--- src/logic/caf_pkg.sv ---
// Package with register map, field layout and reset values of the filter control block
package caf_pkg;
   localparam int CAF_ADDR_W = 4;
   localparam int CAF_DATA_W = 32;
   localparam int CAF_NUM_FILT = 4;
   localparam int CAF_SLOT_W = 8;
   localparam int CAF_MASK_W = 2;
   localparam int CAF_BUF_W = 5;
   localparam logic [CAF_ADDR_W-1:0] CAF_CTRL3_ADDR = 4'h0;
   localparam logic [CAF_ADDR_W-1:0] CAF_WRITE_REFUSED_ADDR = 4'h4;
   localparam logic [CAF_DATA_W-1:0] CAF_CTRL3_RESET = 32'h0000_0000;
   localparam logic [CAF_DATA_W-1:0] CAF_ZERO_WORD = 32'h0000_0000;
   localparam int CAF_ON_POS = 7;
   localparam int CAF_MASK_HI = 6;
   localparam int CAF_MASK_LO = 5;
   localparam int CAF_BUF_HI = 4;
   localparam int CAF_BUF_LO = 0;
   localparam int CAF_SLOT_SETTINGS_HI = 6;
   typedef logic [CAF_SLOT_W-1:0] caf_slot_t;
endpackage : caf_pkg

--- src/logic/caf_slot_if.sv ---
// Interface carrying one filter slot's write request and stored value
`timescale 1ns/1ps
interface caf_slot_if;
   import caf_pkg::*;
   logic wrEn;
   caf_pkg::caf_slot_t wrData;
   caf_pkg::caf_slot_t slotVal;
   logic refused;
   modport ctrl (output wrEn, output wrData, input slotVal, input refused);
   modport slot (input wrEn, input wrData, output slotVal, output refused);
endinterface : caf_slot_if

--- src/logic/caf_acceptance_filter_control.sv ---
// Acceptance filter control word for four receive filters
//
// What this block does
// Bit 31 enables filter fifteen when set, disables when cleared.
// Bits 30-29 pick acceptance mask zero to three for filter fifteen.
// Bits 28-24 name receive buffer 0 to 31 for filter fifteen.
// Bit 23 enables filter fourteen when set, disables when cleared.
// Bits 22-21 pick acceptance mask zero to three for filter fourteen.
// Bits 20-16 name receive buffer 0 to 31 for filter fourteen.
// Mask and buffer picks change only while that filter is disabled.
// Filters thirteen and twelve use bytes one and zero; all fields reset zero.
//
// Implementation choices: strobed register access and the register addresses.
`timescale 1ns/1ps
module caf_acceptance_filter_control
   import caf_pkg::*;
(
   input wire logic ref_clk,
   input wire logic rst_n,
   input wire logic [CAF_ADDR_W-1:0] regAddr,
   input wire logic [CAF_DATA_W-1:0] regWrData,
   input wire logic regWrite,
   input wire logic regRead,
   output logic [CAF_DATA_W-1:0] regRdData,
   output logic [CAF_NUM_FILT-1:0] filterOn,
   output logic [CAF_NUM_FILT*CAF_MASK_W-1:0] filterMaskPick,
   output logic [CAF_NUM_FILT*CAF_BUF_W-1:0] filterBufferPick
);
   logic [CAF_DATA_W-1:0] ctrlWord;
   logic [CAF_NUM_FILT-1:0] slotRefused;
   logic ctrlHit;
   logic [CAF_DATA_W-1:0] rdData_reg;
   logic [CAF_DATA_W-1:0] rdData_next;
   logic [CAF_NUM_FILT-1:0] refused_reg;
   logic [CAF_NUM_FILT-1:0] refused_next;
   logic [CAF_NUM_FILT-1:0] on_reg;
   logic [CAF_NUM_FILT*CAF_MASK_W-1:0] mask_reg;
   logic [CAF_NUM_FILT*CAF_BUF_W-1:0] buf_reg;
   logic [CAF_NUM_FILT-1:0] on_next;
   logic [CAF_NUM_FILT*CAF_MASK_W-1:0] mask_next;
   logic [CAF_NUM_FILT*CAF_BUF_W-1:0] buf_next;

   assign ctrlHit = regWrite && (regAddr == CAF_CTRL3_ADDR);

   // Slot 3 is filter fifteen, slot 2 fourteen, slot 1 thirteen, slot 0 twelve
   for (genvar g = 0; g < CAF_NUM_FILT; g++) begin : g_slot
      caf_slot_if slotBus ();
      assign slotBus.wrEn = ctrlHit;
      assign slotBus.wrData = regWrData[g*CAF_SLOT_W +: CAF_SLOT_W];
      assign ctrlWord[g*CAF_SLOT_W +: CAF_SLOT_W] = slotBus.slotVal;
      assign slotRefused[g] = slotBus.refused;
      caf_filter_slot u_slot (
         .ref_clk(ref_clk),
         .rst_n(rst_n),
         .bus(slotBus.slot)
      );
      always_comb begin
         on_next[g] = ctrlWord[g*CAF_SLOT_W + CAF_ON_POS];
         mask_next[g*CAF_MASK_W +: CAF_MASK_W] =
            ctrlWord[g*CAF_SLOT_W + CAF_MASK_LO +: CAF_MASK_W];
         buf_next[g*CAF_BUF_W +: CAF_BUF_W] =
            ctrlWord[g*CAF_SLOT_W + CAF_BUF_LO +: CAF_BUF_W];
      end
   end

   // Sticky record of refused setting writes, cleared by writing ones
   always_comb begin
      refused_next = refused_reg;
      if (regWrite && (regAddr == CAF_WRITE_REFUSED_ADDR)) begin
         refused_next = refused_reg & ~regWrData[CAF_NUM_FILT-1:0];
      end
      refused_next = refused_next | slotRefused;
   end

   always_comb begin
      rdData_next = CAF_ZERO_WORD;
      if (regRead && (regAddr == CAF_CTRL3_ADDR)) begin
         rdData_next = ctrlWord;
      end else if (regRead && (regAddr == CAF_WRITE_REFUSED_ADDR)) begin
         rdData_next[CAF_NUM_FILT-1:0] = refused_reg;
      end
   end

   always_ff @(posedge ref_clk) begin
      if (!rst_n) begin
         rdData_reg <= CAF_ZERO_WORD;
         refused_reg <= '0;
         on_reg <= '0;
         mask_reg <= '0;
         buf_reg <= '0;
      end else begin
         rdData_reg <= rdData_next;
         refused_reg <= refused_next;
         on_reg <= on_next;
         mask_reg <= mask_next;
         buf_reg <= buf_next;
      end
   end

   assign regRdData = rdData_reg;
   assign filterOn = on_reg;
   assign filterMaskPick = mask_reg;
   assign filterBufferPick = buf_reg;

   a_readback_one_cycle: assert property (@(posedge ref_clk) disable iff (!rst_n)
      regRead && regAddr == CAF_CTRL3_ADDR |=> regRdData == $past(ctrlWord))
      else $error("Read data not the control word");
   a_mask_fifteen_out: assert property (@(posedge ref_clk) disable iff (!rst_n)
      filterMaskPick[3*CAF_MASK_W +: CAF_MASK_W] == $past(ctrlWord[30:29]))
      else $error("Filter fifteen mask output wrong");
   a_buf_fourteen_out: assert property (@(posedge ref_clk) disable iff (!rst_n)
      filterBufferPick[2*CAF_BUF_W +: CAF_BUF_W] == $past(ctrlWord[20:16]))
      else $error("Filter fourteen buffer output wrong");
   a_on_fourteen_out: assert property (@(posedge ref_clk) disable iff (!rst_n)
      ctrlHit ##1 1'b1 |=> filterOn[2] == $past(regWrData[23], 2))
      else $error("Filter fourteen enable output wrong");
   a_mask_fourteen_lock: assert property (@(posedge ref_clk) disable iff (!rst_n)
      ctrlWord[23] && !ctrlHit |=> $stable(ctrlWord[22:21]))
      else $error("Filter fourteen mask moved while enabled");

   // Enable outputs follow the stored enable bits one cycle later
   a_on_fifteen_out: assert property (@(posedge ref_clk) disable iff (!rst_n)
      ctrlHit ##1 1'b1 |=> filterOn[3] == $past(regWrData[31], 2))
      else $error("Filter fifteen enable output wrong");

   a_on_fifteen_level: assert property (@(posedge ref_clk) disable iff (!rst_n)
      filterOn[3] == $past(ctrlWord[31]))
      else $error("Filter fifteen enable level wrong");

   a_on_fourteen_level: assert property (@(posedge ref_clk) disable iff (!rst_n)
      filterOn[2] == $past(ctrlWord[23]))
      else $error("Filter fourteen enable level wrong");

   a_on_thirteen_out: assert property (@(posedge ref_clk) disable iff (!rst_n)
      filterOn[1] == $past(ctrlWord[15]))
      else $error("Filter thirteen enable output wrong");

   a_on_twelve_out: assert property (@(posedge ref_clk) disable iff (!rst_n)
      filterOn[0] == $past(ctrlWord[7]))
      else $error("Filter twelve enable output wrong");

   // Mask and buffer outputs follow the stored fields one cycle later
   a_buf_fifteen_out: assert property (@(posedge ref_clk) disable iff (!rst_n)
      filterBufferPick[19:15] == $past(ctrlWord[28:24]))
      else $error("Filter fifteen buffer output wrong");

   a_mask_fourteen_out: assert property (@(posedge ref_clk) disable iff (!rst_n)
      filterMaskPick[5:4] == $past(ctrlWord[22:21]))
      else $error("Filter fourteen mask output wrong");

   a_mask_thirteen_out: assert property (@(posedge ref_clk) disable iff (!rst_n)
      filterMaskPick[3:2] == $past(ctrlWord[14:13]))
      else $error("Filter thirteen mask output wrong");

   a_mask_twelve_out: assert property (@(posedge ref_clk) disable iff (!rst_n)
      filterMaskPick[1:0] == $past(ctrlWord[6:5]))
      else $error("Filter twelve mask output wrong");

   a_buf_thirteen_out: assert property (@(posedge ref_clk) disable iff (!rst_n)
      filterBufferPick[9:5] == $past(ctrlWord[12:8]))
      else $error("Filter thirteen buffer output wrong");

   a_buf_twelve_out: assert property (@(posedge ref_clk) disable iff (!rst_n)
      filterBufferPick[4:0] == $past(ctrlWord[4:0]))
      else $error("Filter twelve buffer output wrong");

   // Settings of an enabled filter never move, written or not
   a_mask_fifteen_lock: assert property (@(posedge ref_clk) disable iff (!rst_n)
      ctrlWord[31] |=> $stable(ctrlWord[30:29]))
      else $error("Filter fifteen mask moved while enabled");

   a_buf_fifteen_lock: assert property (@(posedge ref_clk) disable iff (!rst_n)
      ctrlWord[31] |=> $stable(ctrlWord[28:24]))
      else $error("Filter fifteen buffer moved while enabled");

   a_buf_fourteen_lock: assert property (@(posedge ref_clk) disable iff (!rst_n)
      ctrlWord[23] |=> $stable(ctrlWord[20:16]))
      else $error("Filter fourteen buffer moved while enabled");

   a_thirteen_lock: assert property (@(posedge ref_clk) disable iff (!rst_n)
      ctrlWord[15] |=> $stable(ctrlWord[14:8]))
      else $error("Filter thirteen settings moved while enabled");

   a_twelve_lock: assert property (@(posedge ref_clk) disable iff (!rst_n)
      ctrlWord[7] |=> $stable(ctrlWord[6:0]))
      else $error("Filter twelve settings moved while enabled");

   // Writes to a disabled filter take the whole byte
   a_fifteen_open_write: assert property (@(posedge ref_clk) disable iff (!rst_n)
      ctrlHit && !ctrlWord[31] |=> ctrlWord[31:24] == $past(regWrData[31:24]))
      else $error("Filter fifteen write not stored");

   a_fourteen_open_write: assert property (@(posedge ref_clk) disable iff (!rst_n)
      ctrlHit && !ctrlWord[23] |=> ctrlWord[23:16] == $past(regWrData[23:16]))
      else $error("Filter fourteen write not stored");

   a_on_fifteen_write: assert property (@(posedge ref_clk) disable iff (!rst_n)
      ctrlHit |=> ctrlWord[31] == $past(regWrData[31]))
      else $error("Filter fifteen enable not written");

   a_on_fourteen_write: assert property (@(posedge ref_clk) disable iff (!rst_n)
      ctrlHit |=> ctrlWord[23] == $past(regWrData[23]))
      else $error("Filter fourteen enable not written");

   a_other_write_ignored: assert property (@(posedge ref_clk) disable iff (!rst_n)
      regWrite && regAddr != CAF_CTRL3_ADDR |=> $stable(ctrlWord))
      else $error("Control word moved on another address");

   // Read port stands one cycle and is zero otherwise
   a_idle_read_zero: assert property (@(posedge ref_clk) disable iff (!rst_n)
      !regRead |=> regRdData == CAF_ZERO_WORD)
      else $error("Read data not zero when idle");

   a_refused_read: assert property (@(posedge ref_clk) disable iff (!rst_n)
      regRead && regAddr == CAF_WRITE_REFUSED_ADDR |=> regRdData[CAF_NUM_FILT-1:0] == $past(refused_reg))
      else $error("Refused flags read wrong");

   a_refused_upper_zero: assert property (@(posedge ref_clk) disable iff (!rst_n)
      regRead && regAddr == CAF_WRITE_REFUSED_ADDR |=> regRdData[CAF_DATA_W-1:CAF_NUM_FILT] == '0)
      else $error("Refused flags upper bits not zero");

   // A refused setting write raises its sticky flag two edges later
   a_refused_set: assert property (@(posedge ref_clk) disable iff (!rst_n)
      ctrlHit && ctrlWord[31] && (regWrData[30:24] != ctrlWord[30:24]) |=> ##1 refused_reg[3])
      else $error("Refused write to filter fifteen not flagged");
endmodule : caf_acceptance_filter_control

--- src/logic/caf_filter_slot.sv ---
// One filter slot: enable, mask pick and buffer pick with locked settings
`timescale 1ns/1ps
module caf_filter_slot
   import caf_pkg::*;
(
   input wire logic ref_clk,
   input wire logic rst_n,
   caf_slot_if.slot bus
);
   caf_slot_t slot_reg;
   caf_slot_t slot_next;
   logic refused_next;
   logic refused_reg;

   always_comb begin
      slot_next = slot_reg;
      refused_next = 1'b0;
      if (bus.wrEn) begin
         slot_next[CAF_ON_POS] = bus.wrData[CAF_ON_POS];
         if (!slot_reg[CAF_ON_POS]) begin
            slot_next[CAF_SLOT_SETTINGS_HI:0] = bus.wrData[CAF_SLOT_SETTINGS_HI:0];
         end else begin
            refused_next = (bus.wrData[CAF_SLOT_SETTINGS_HI:0] != slot_reg[CAF_SLOT_SETTINGS_HI:0]);
         end
      end
   end

   always_ff @(posedge ref_clk) begin
      if (!rst_n) begin
         slot_reg <= CAF_CTRL3_RESET[CAF_SLOT_W-1:0];
         refused_reg <= 1'b0;
      end else begin
         slot_reg <= slot_next;
         refused_reg <= refused_next;
      end
   end

   assign bus.slotVal = slot_reg;
   assign bus.refused = refused_reg;

   a_locked_settings_hold: assert property (@(posedge ref_clk) disable iff (!rst_n)
      $past(slot_reg[CAF_ON_POS]) && $past(rst_n) |-> $stable(slot_reg[CAF_SLOT_SETTINGS_HI:0]))
      else $error("Settings changed while filter enabled");
   a_enable_follows_write: assert property (@(posedge ref_clk) disable iff (!rst_n)
      bus.wrEn |=> slot_reg[CAF_ON_POS] == $past(bus.wrData[CAF_ON_POS]))
      else $error("Enable bit did not take written value");
   a_open_write_stores: assert property (@(posedge ref_clk) disable iff (!rst_n)
      bus.wrEn && !slot_reg[CAF_ON_POS] |=> slot_reg == $past(bus.wrData))
      else $error("Write to disabled filter not stored");
endmodule : caf_filter_slot

--- config.mk ---
export PLATFORM = sky130hd
export DESIGN_NAME = caf_acceptance_filter_control
export DESIGN_NICKNAME = d
export VERILOG_FILES = /design/src/logic/caf_pkg.sv /design/src/logic/caf_slot_if.sv /design/src/logic/caf_acceptance_filter_control.sv /design/src/logic/caf_filter_slot.sv
export SDC_FILE = /design/constraint.sdc
export NUM_CORES = 1
export LEC_CHECK = 0
export ABC_AREA = 1
export ABC_CLOCK_PERIOD_IN_PS = 2640
export BUFFER_PORTS_ARGS = -buffer_cell sky130_fd_sc_hd__buf_2
export CORE_MARGIN = 1
export CORE_UTILIZATION = 56
export CTS_CLUSTER_DIAMETER = 150
export DETAILED_ROUTE_END_ITERATION = 10
export GPL_TIMING_DRIVEN = 0
export PLACE_DENSITY = 0.81
export SETUP_SLACK_MARGIN = 0.05
export SYNTH_ARGS = -nofsm -noshare
export SYNTH_HDL_FRONTEND = slang
export SYNTH_SLANG_ARGS = --single-unit
--- constraint.sdc ---
create_clock -name ref_clk -period 2.64 [get_ports ref_clk]
set_input_delay 0.528 -clock ref_clk [delete_from_list [all_inputs] [get_ports ref_clk]]
set_output_delay 0.528 -clock ref_clk [all_outputs]
set_load 0.02 [all_outputs]
Word-level counts from Yosys, hierarchy flattened
Cells that the tools add are included.
Word-level totals
  register bits after elaboration: 104
  word-level logic and storage cells: 47
  input port bits: 40
Operators by class
  bitwise operators: 7
  eq/ne operators: 5
  reduce and logical (&&, ||, !) cells: 14
  multiplexer cells: 3
Operators with widths (number)
  $ne A7 B7 Y1: 4
  $mux W4: 3
  $reduce_and A3 Y1: 4
  $reduce_and A2 Y1: 5
  $and A4 B4 Y4: 1
  $eq A4 B3 Y1 const B: 1
  $logic_and A1 B1 Y1: 4
  $logic_not A4 Y1: 1
  $not A1 Y1: 4
  $not A4 Y4: 1
  $or A4 B4 Y4: 1

Longest topological paths before layout
  word-level depth: 4
  mapped depth: 7

Hierarchy
Synthesis repeated with hierarchy kept, for this count alone.
Unflattened totals
  cell total of the unflattened synthesis: 473
  area total of the unflattened synthesis: 3743.6 um^2
Modules (own cells, without submodules)
  caf_acceptance_filter_control: area an instance 1956.9 um^2, times used 1, cells each 201
  caf_filter_slot: area an instance 446.7 um^2, times used 4, cells each 68

Worst setup path after synthesis
OpenSTA, ideal clock, no wires.
  path kind: input to register
  start: input port regAddr[1]
  end: register g_slot[0].u_slot.slot_reg[0]
  required time: 2527 ps
  arrival time: 1255 ps
  stages: 6
  setup slack: 1273 ps
  library setup time: 113 ps
  cell sequence: nor2_2 buf_6 nand4_4 buf_6 nor2_1 nor2_1
On the way
  longest elaborated chain between the ends: 3
RTL lines
  from (decl): line caf_acceptance_filter_control.sv:20  | input wire logic [CAF_ADDR_W-1:0] regAddr,
  $logic_not A4 Y1: line caf_acceptance_filter_control.sv:43  | assign ctrlHit = regWrite && (regAddr == CAF_CTRL3_ADDR);
  $logic_and A1 B1 Y1: line caf_acceptance_filter_control.sv:43
  $reduce_and A2 Y1 (no source line)
  to (signal assigned): line caf_filter_slot.sv:30  | slot_reg <= CAF_CTRL3_RESET[CAF_SLOT_W-1:0];
  to (signal assigned): line caf_filter_slot.sv:33  | slot_reg <= slot_next;
  to (decl): line caf_filter_slot.sv:10  | caf_slot_t slot_reg;
No other way between the ends.
A chain may end at the register's enable or synchronous reset.

Worst setup path in the final report
  start: register on_reg[3] (netlist: filterOn[3])
  end: output port filterOn[3]
RTL lines
  from (decl): line caf_acceptance_filter_control.sv:36  | logic [CAF_NUM_FILT-1:0] on_reg;
  from (signal assigned): line caf_acceptance_filter_control.sv:94  | on_reg <= on_next;
  to (decl): line caf_acceptance_filter_control.sv:25  | output logic [CAF_NUM_FILT-1:0] filterOn,
No word-level cell between the ends.

==> run_results.csv <==
group,metric,value,unit
placement,portBuffers,102,
clock_network,clock_sinks,104,
drt,dr_wl_met2,3750,um
clock_network,cts_resized,0,
setup_path,startpoint_type,"flop",
die,fp-row-count,30,
setup_path,cp.required,2.11,ns
yosys,synth_top_area_share,53.1,%
grt,grt_pass1_wl,12900,um
grt,grt_pass1_vias,2945,
setup_path,worstSetupPathType,"reg2out",
drt,num_vias,3338,
setup_path,path_buf_inv,1,
placement,place_congestion,0.774,
yosys,synth_nets,572,
drt,top_layer,"met4",
cells_and_area,syn2layout_area_growth,20.7,%
pwr,p_seq_share,59.2,%
pwr,total_power,2.69,mW
yosys,syn_area,0.00392,mm^2
setup_path,arrival,0.88,ns
yosys,ys_seq_elements,104,
sta,timing.final.crit_share,53.4,%
drt,wl_per_cell,10.7,um
die,fp.dieH,85.7,um
drt,ant_nets,0,
drt,dr.pass1.iters,7,
run_status,status,"complete, no violations",
yosys,synthTopCellsByCount,"173 x nand2_1, 106 x nor2_1, 104 x dfxtp_1",
cells_and_area,layout-drive-gt1-share,21.5,%
clock_network,cts_buffers,9,
sta,setup_viol,0,
pwr,swShare,25.5,%
placement,placed_cell_area,0.00455,mm^2
pwr,p_sw,685,uW
drt,drt_iter0_drc,148,
placement,post-dp-hpwl,5840,um
die,core_area,0.00679,mm^2
sta,tns,0,ns
sta,max_slew_margin,57.1,%
drt,routed-wl-met3,441,um
setup_path,path_cells,"buf_2",
yosys,yosys.area.top_type,"dfxtp_1",
drt,vias_per_cell,4.47,
setup_path,cp_slowest_stage_delay,0.35,ns
setup_path,cp_top_family,"flip-flops",
clock_network,cts_setup_buffers,0,
sta,grt_setup_unrepaired,"false",
clock_network,clk_latency,0.36,ns
cells_and_area,fill_cells,568,
cells_and_area,fin_area,0.00473,mm^2
clock_network,cts_max_level,3,
yosys,synthArstFlopShare,0,%
yosys,syn_inst,532,
placement,dp_cells,730,
drt,wl,8000,um
setup_path,end_kind,"primary output",
yosys,yosys_warnings,0,
worst_hold_path,hold_depth,3,
grt,grt_overflow,0,
grt,antenna_found_initial,0,
cells_and_area,stdcell_count,746,
cells_and_area,fin_util,69.7,%
pwr,worst_ir_drop_vdd,0.341,mV
yosys,synth_edf_count,0,
clock_network,root_buffer,"clkbuf_8",
die,initial_core_util,57.7,%
pwr,power_density,569,mW/mm^2
yosys,syn_area_per_cell,7.37,um^2
pwr,p_int,2.01,mW
setup_path,slowest_stage,"dfxtp_1",
cells_and_area,nets,685,
clock_network,clk_pin_slew,0.10,ns
setup_path,rrSetupSlack,1.62,ns
sta,finalHoldViolCount,0,
yosys,synth_area_leaders,"dfxtp_1 53%, nand2_1 17%, nor2_1 10%",
sta,clock.fmax,0.709,GHz
clock_network,hold_buffers,0,
grt,grt_start_max_net_pins,19,
die,die_w,85.7,um
clock_network,cts_tree,"done",
yosys,synthFlopType,"dfxtp_1",
setup_path,crit_fanout,1,
sta,final-max-slew-violation-count,0,
die,dieArea,0.00734,mm^2
pwr,p_comb_share,7.0,%
drt,met1_length,3630,um
worst_hold_path,hp-class,"in2reg",
sta,min_period,1.41,ns
pwr,p_leak,2.71,nW
yosys,synth_cell_type_count,19,
grt,grt.total_usage,22.6,%
drt,drc,0,
clock_network,clock_path_buffers,2,
sta,clock_skew,0.00983,ns
cells_and_area,antenna_cells,0,
job,maxCapViolCount,0,
yosys,synth_most_common_cell,"nand2_1",
setup_path,ff2ff_path_depth,6,
pwr,p_clk_share,33.8,%
setup_path,crit_cells,1,
die,ios,104,
sta,worst_pin_slew,0.643,ns
yosys,seq_area_frac_synth,53.1,%
[final timing paths]
check / from / endpoint
setup / recovery: filterOn[3] / filterOn[3]
hold / removal: regWrData[7] / g_slot[0].u_slot.bus.slotVal[7]
setup reg to reg: g_slot[0].u_slot.bus.slotVal[7] / g_slot[0].u_slot.bus.slotVal[3]
hold reg to reg: g_slot[3].u_slot.bus.refused / refused_reg[3]
[logic make-up after synthesis]
kind of cell              Yosys count  synth area share (%)
and+or+nand+nor                   300                  32.0
buffers and inverters             112                  12.4
DFF                               104                  53.1
AOI/OAI and AO/OA                  12                  1.53
xor gates and xnor gates            4                 0.894
[power by group through the flow]
stage / sequential [mW] / clock [mW] / combinational (mW)
final: 1.59 / 0.908 / 0.189
after global routing: 1.60 / 0.993 / 0.211
after CTS: 1.59 / 0.917 / 0.188
after detailed placement: 1.63 / 0 / 0.188
after global placement: 1.63 / 0 / 0.181
after floorplan: 1.64 / 0 / 0.105
[cell usage in the layout (no fill, tap or decap)]
cell type,Yosys,layout
buf_2,5,107
nand4_1,4,4
clkbuf_1,2,2
clkbuf_8,0,9
clkinv_4,0,5
o21ai_1,2,2
buf_6,8,8
o21ai_0,2,2
xnor2_1,4,4
nand4_4,4,4
inv_6,0,1
nand3_1,8,8
nand4_2,1,1
nand3_4,1,1
inv_1,96,96
buf_1,1,1
a21oi_1,8,8
nor2_4,2,2
nand2_1,173,173
nor2_1,106,106
clkinv_2,0,1
nor2_2,1,1
dfxtp_1,104,104
[layer usage]
layer | global-route usage [%] | vias to the layer above
li1 | - | 1764
met1 | 27.9 | 1458
met2 | 37.7 | 100
met3 | 5.29 | 16
met4 | 10.0 | 0
met5 | 0 | -
[stage by stage]
stage          worst slack (ns)  hold slack, ns
6_report                   1.23           0.411
5_1_grt                    1.20           0.402
4_1_cts                    1.24           0.396
3_5_place_dp              0.966           0.432
3_3_place_gp              0.954           0.420
2_1_floorplan              1.27           0.415
[area by class of cell]
type	instances	area, um^2	share of cell area [%]
repair buffers	102	510	10.8
inverters	96	360	7.62
flip-flops and latches	104	2080	44.0
clock buffers	9	124	2.62
multi-input cells	316	1350	28.6
plain buffers	16	126	2.67
well taps	96	120	2.54
clock inverters	7	57.6	1.22
No activity file was read; power rests on OpenSTA's default activity.
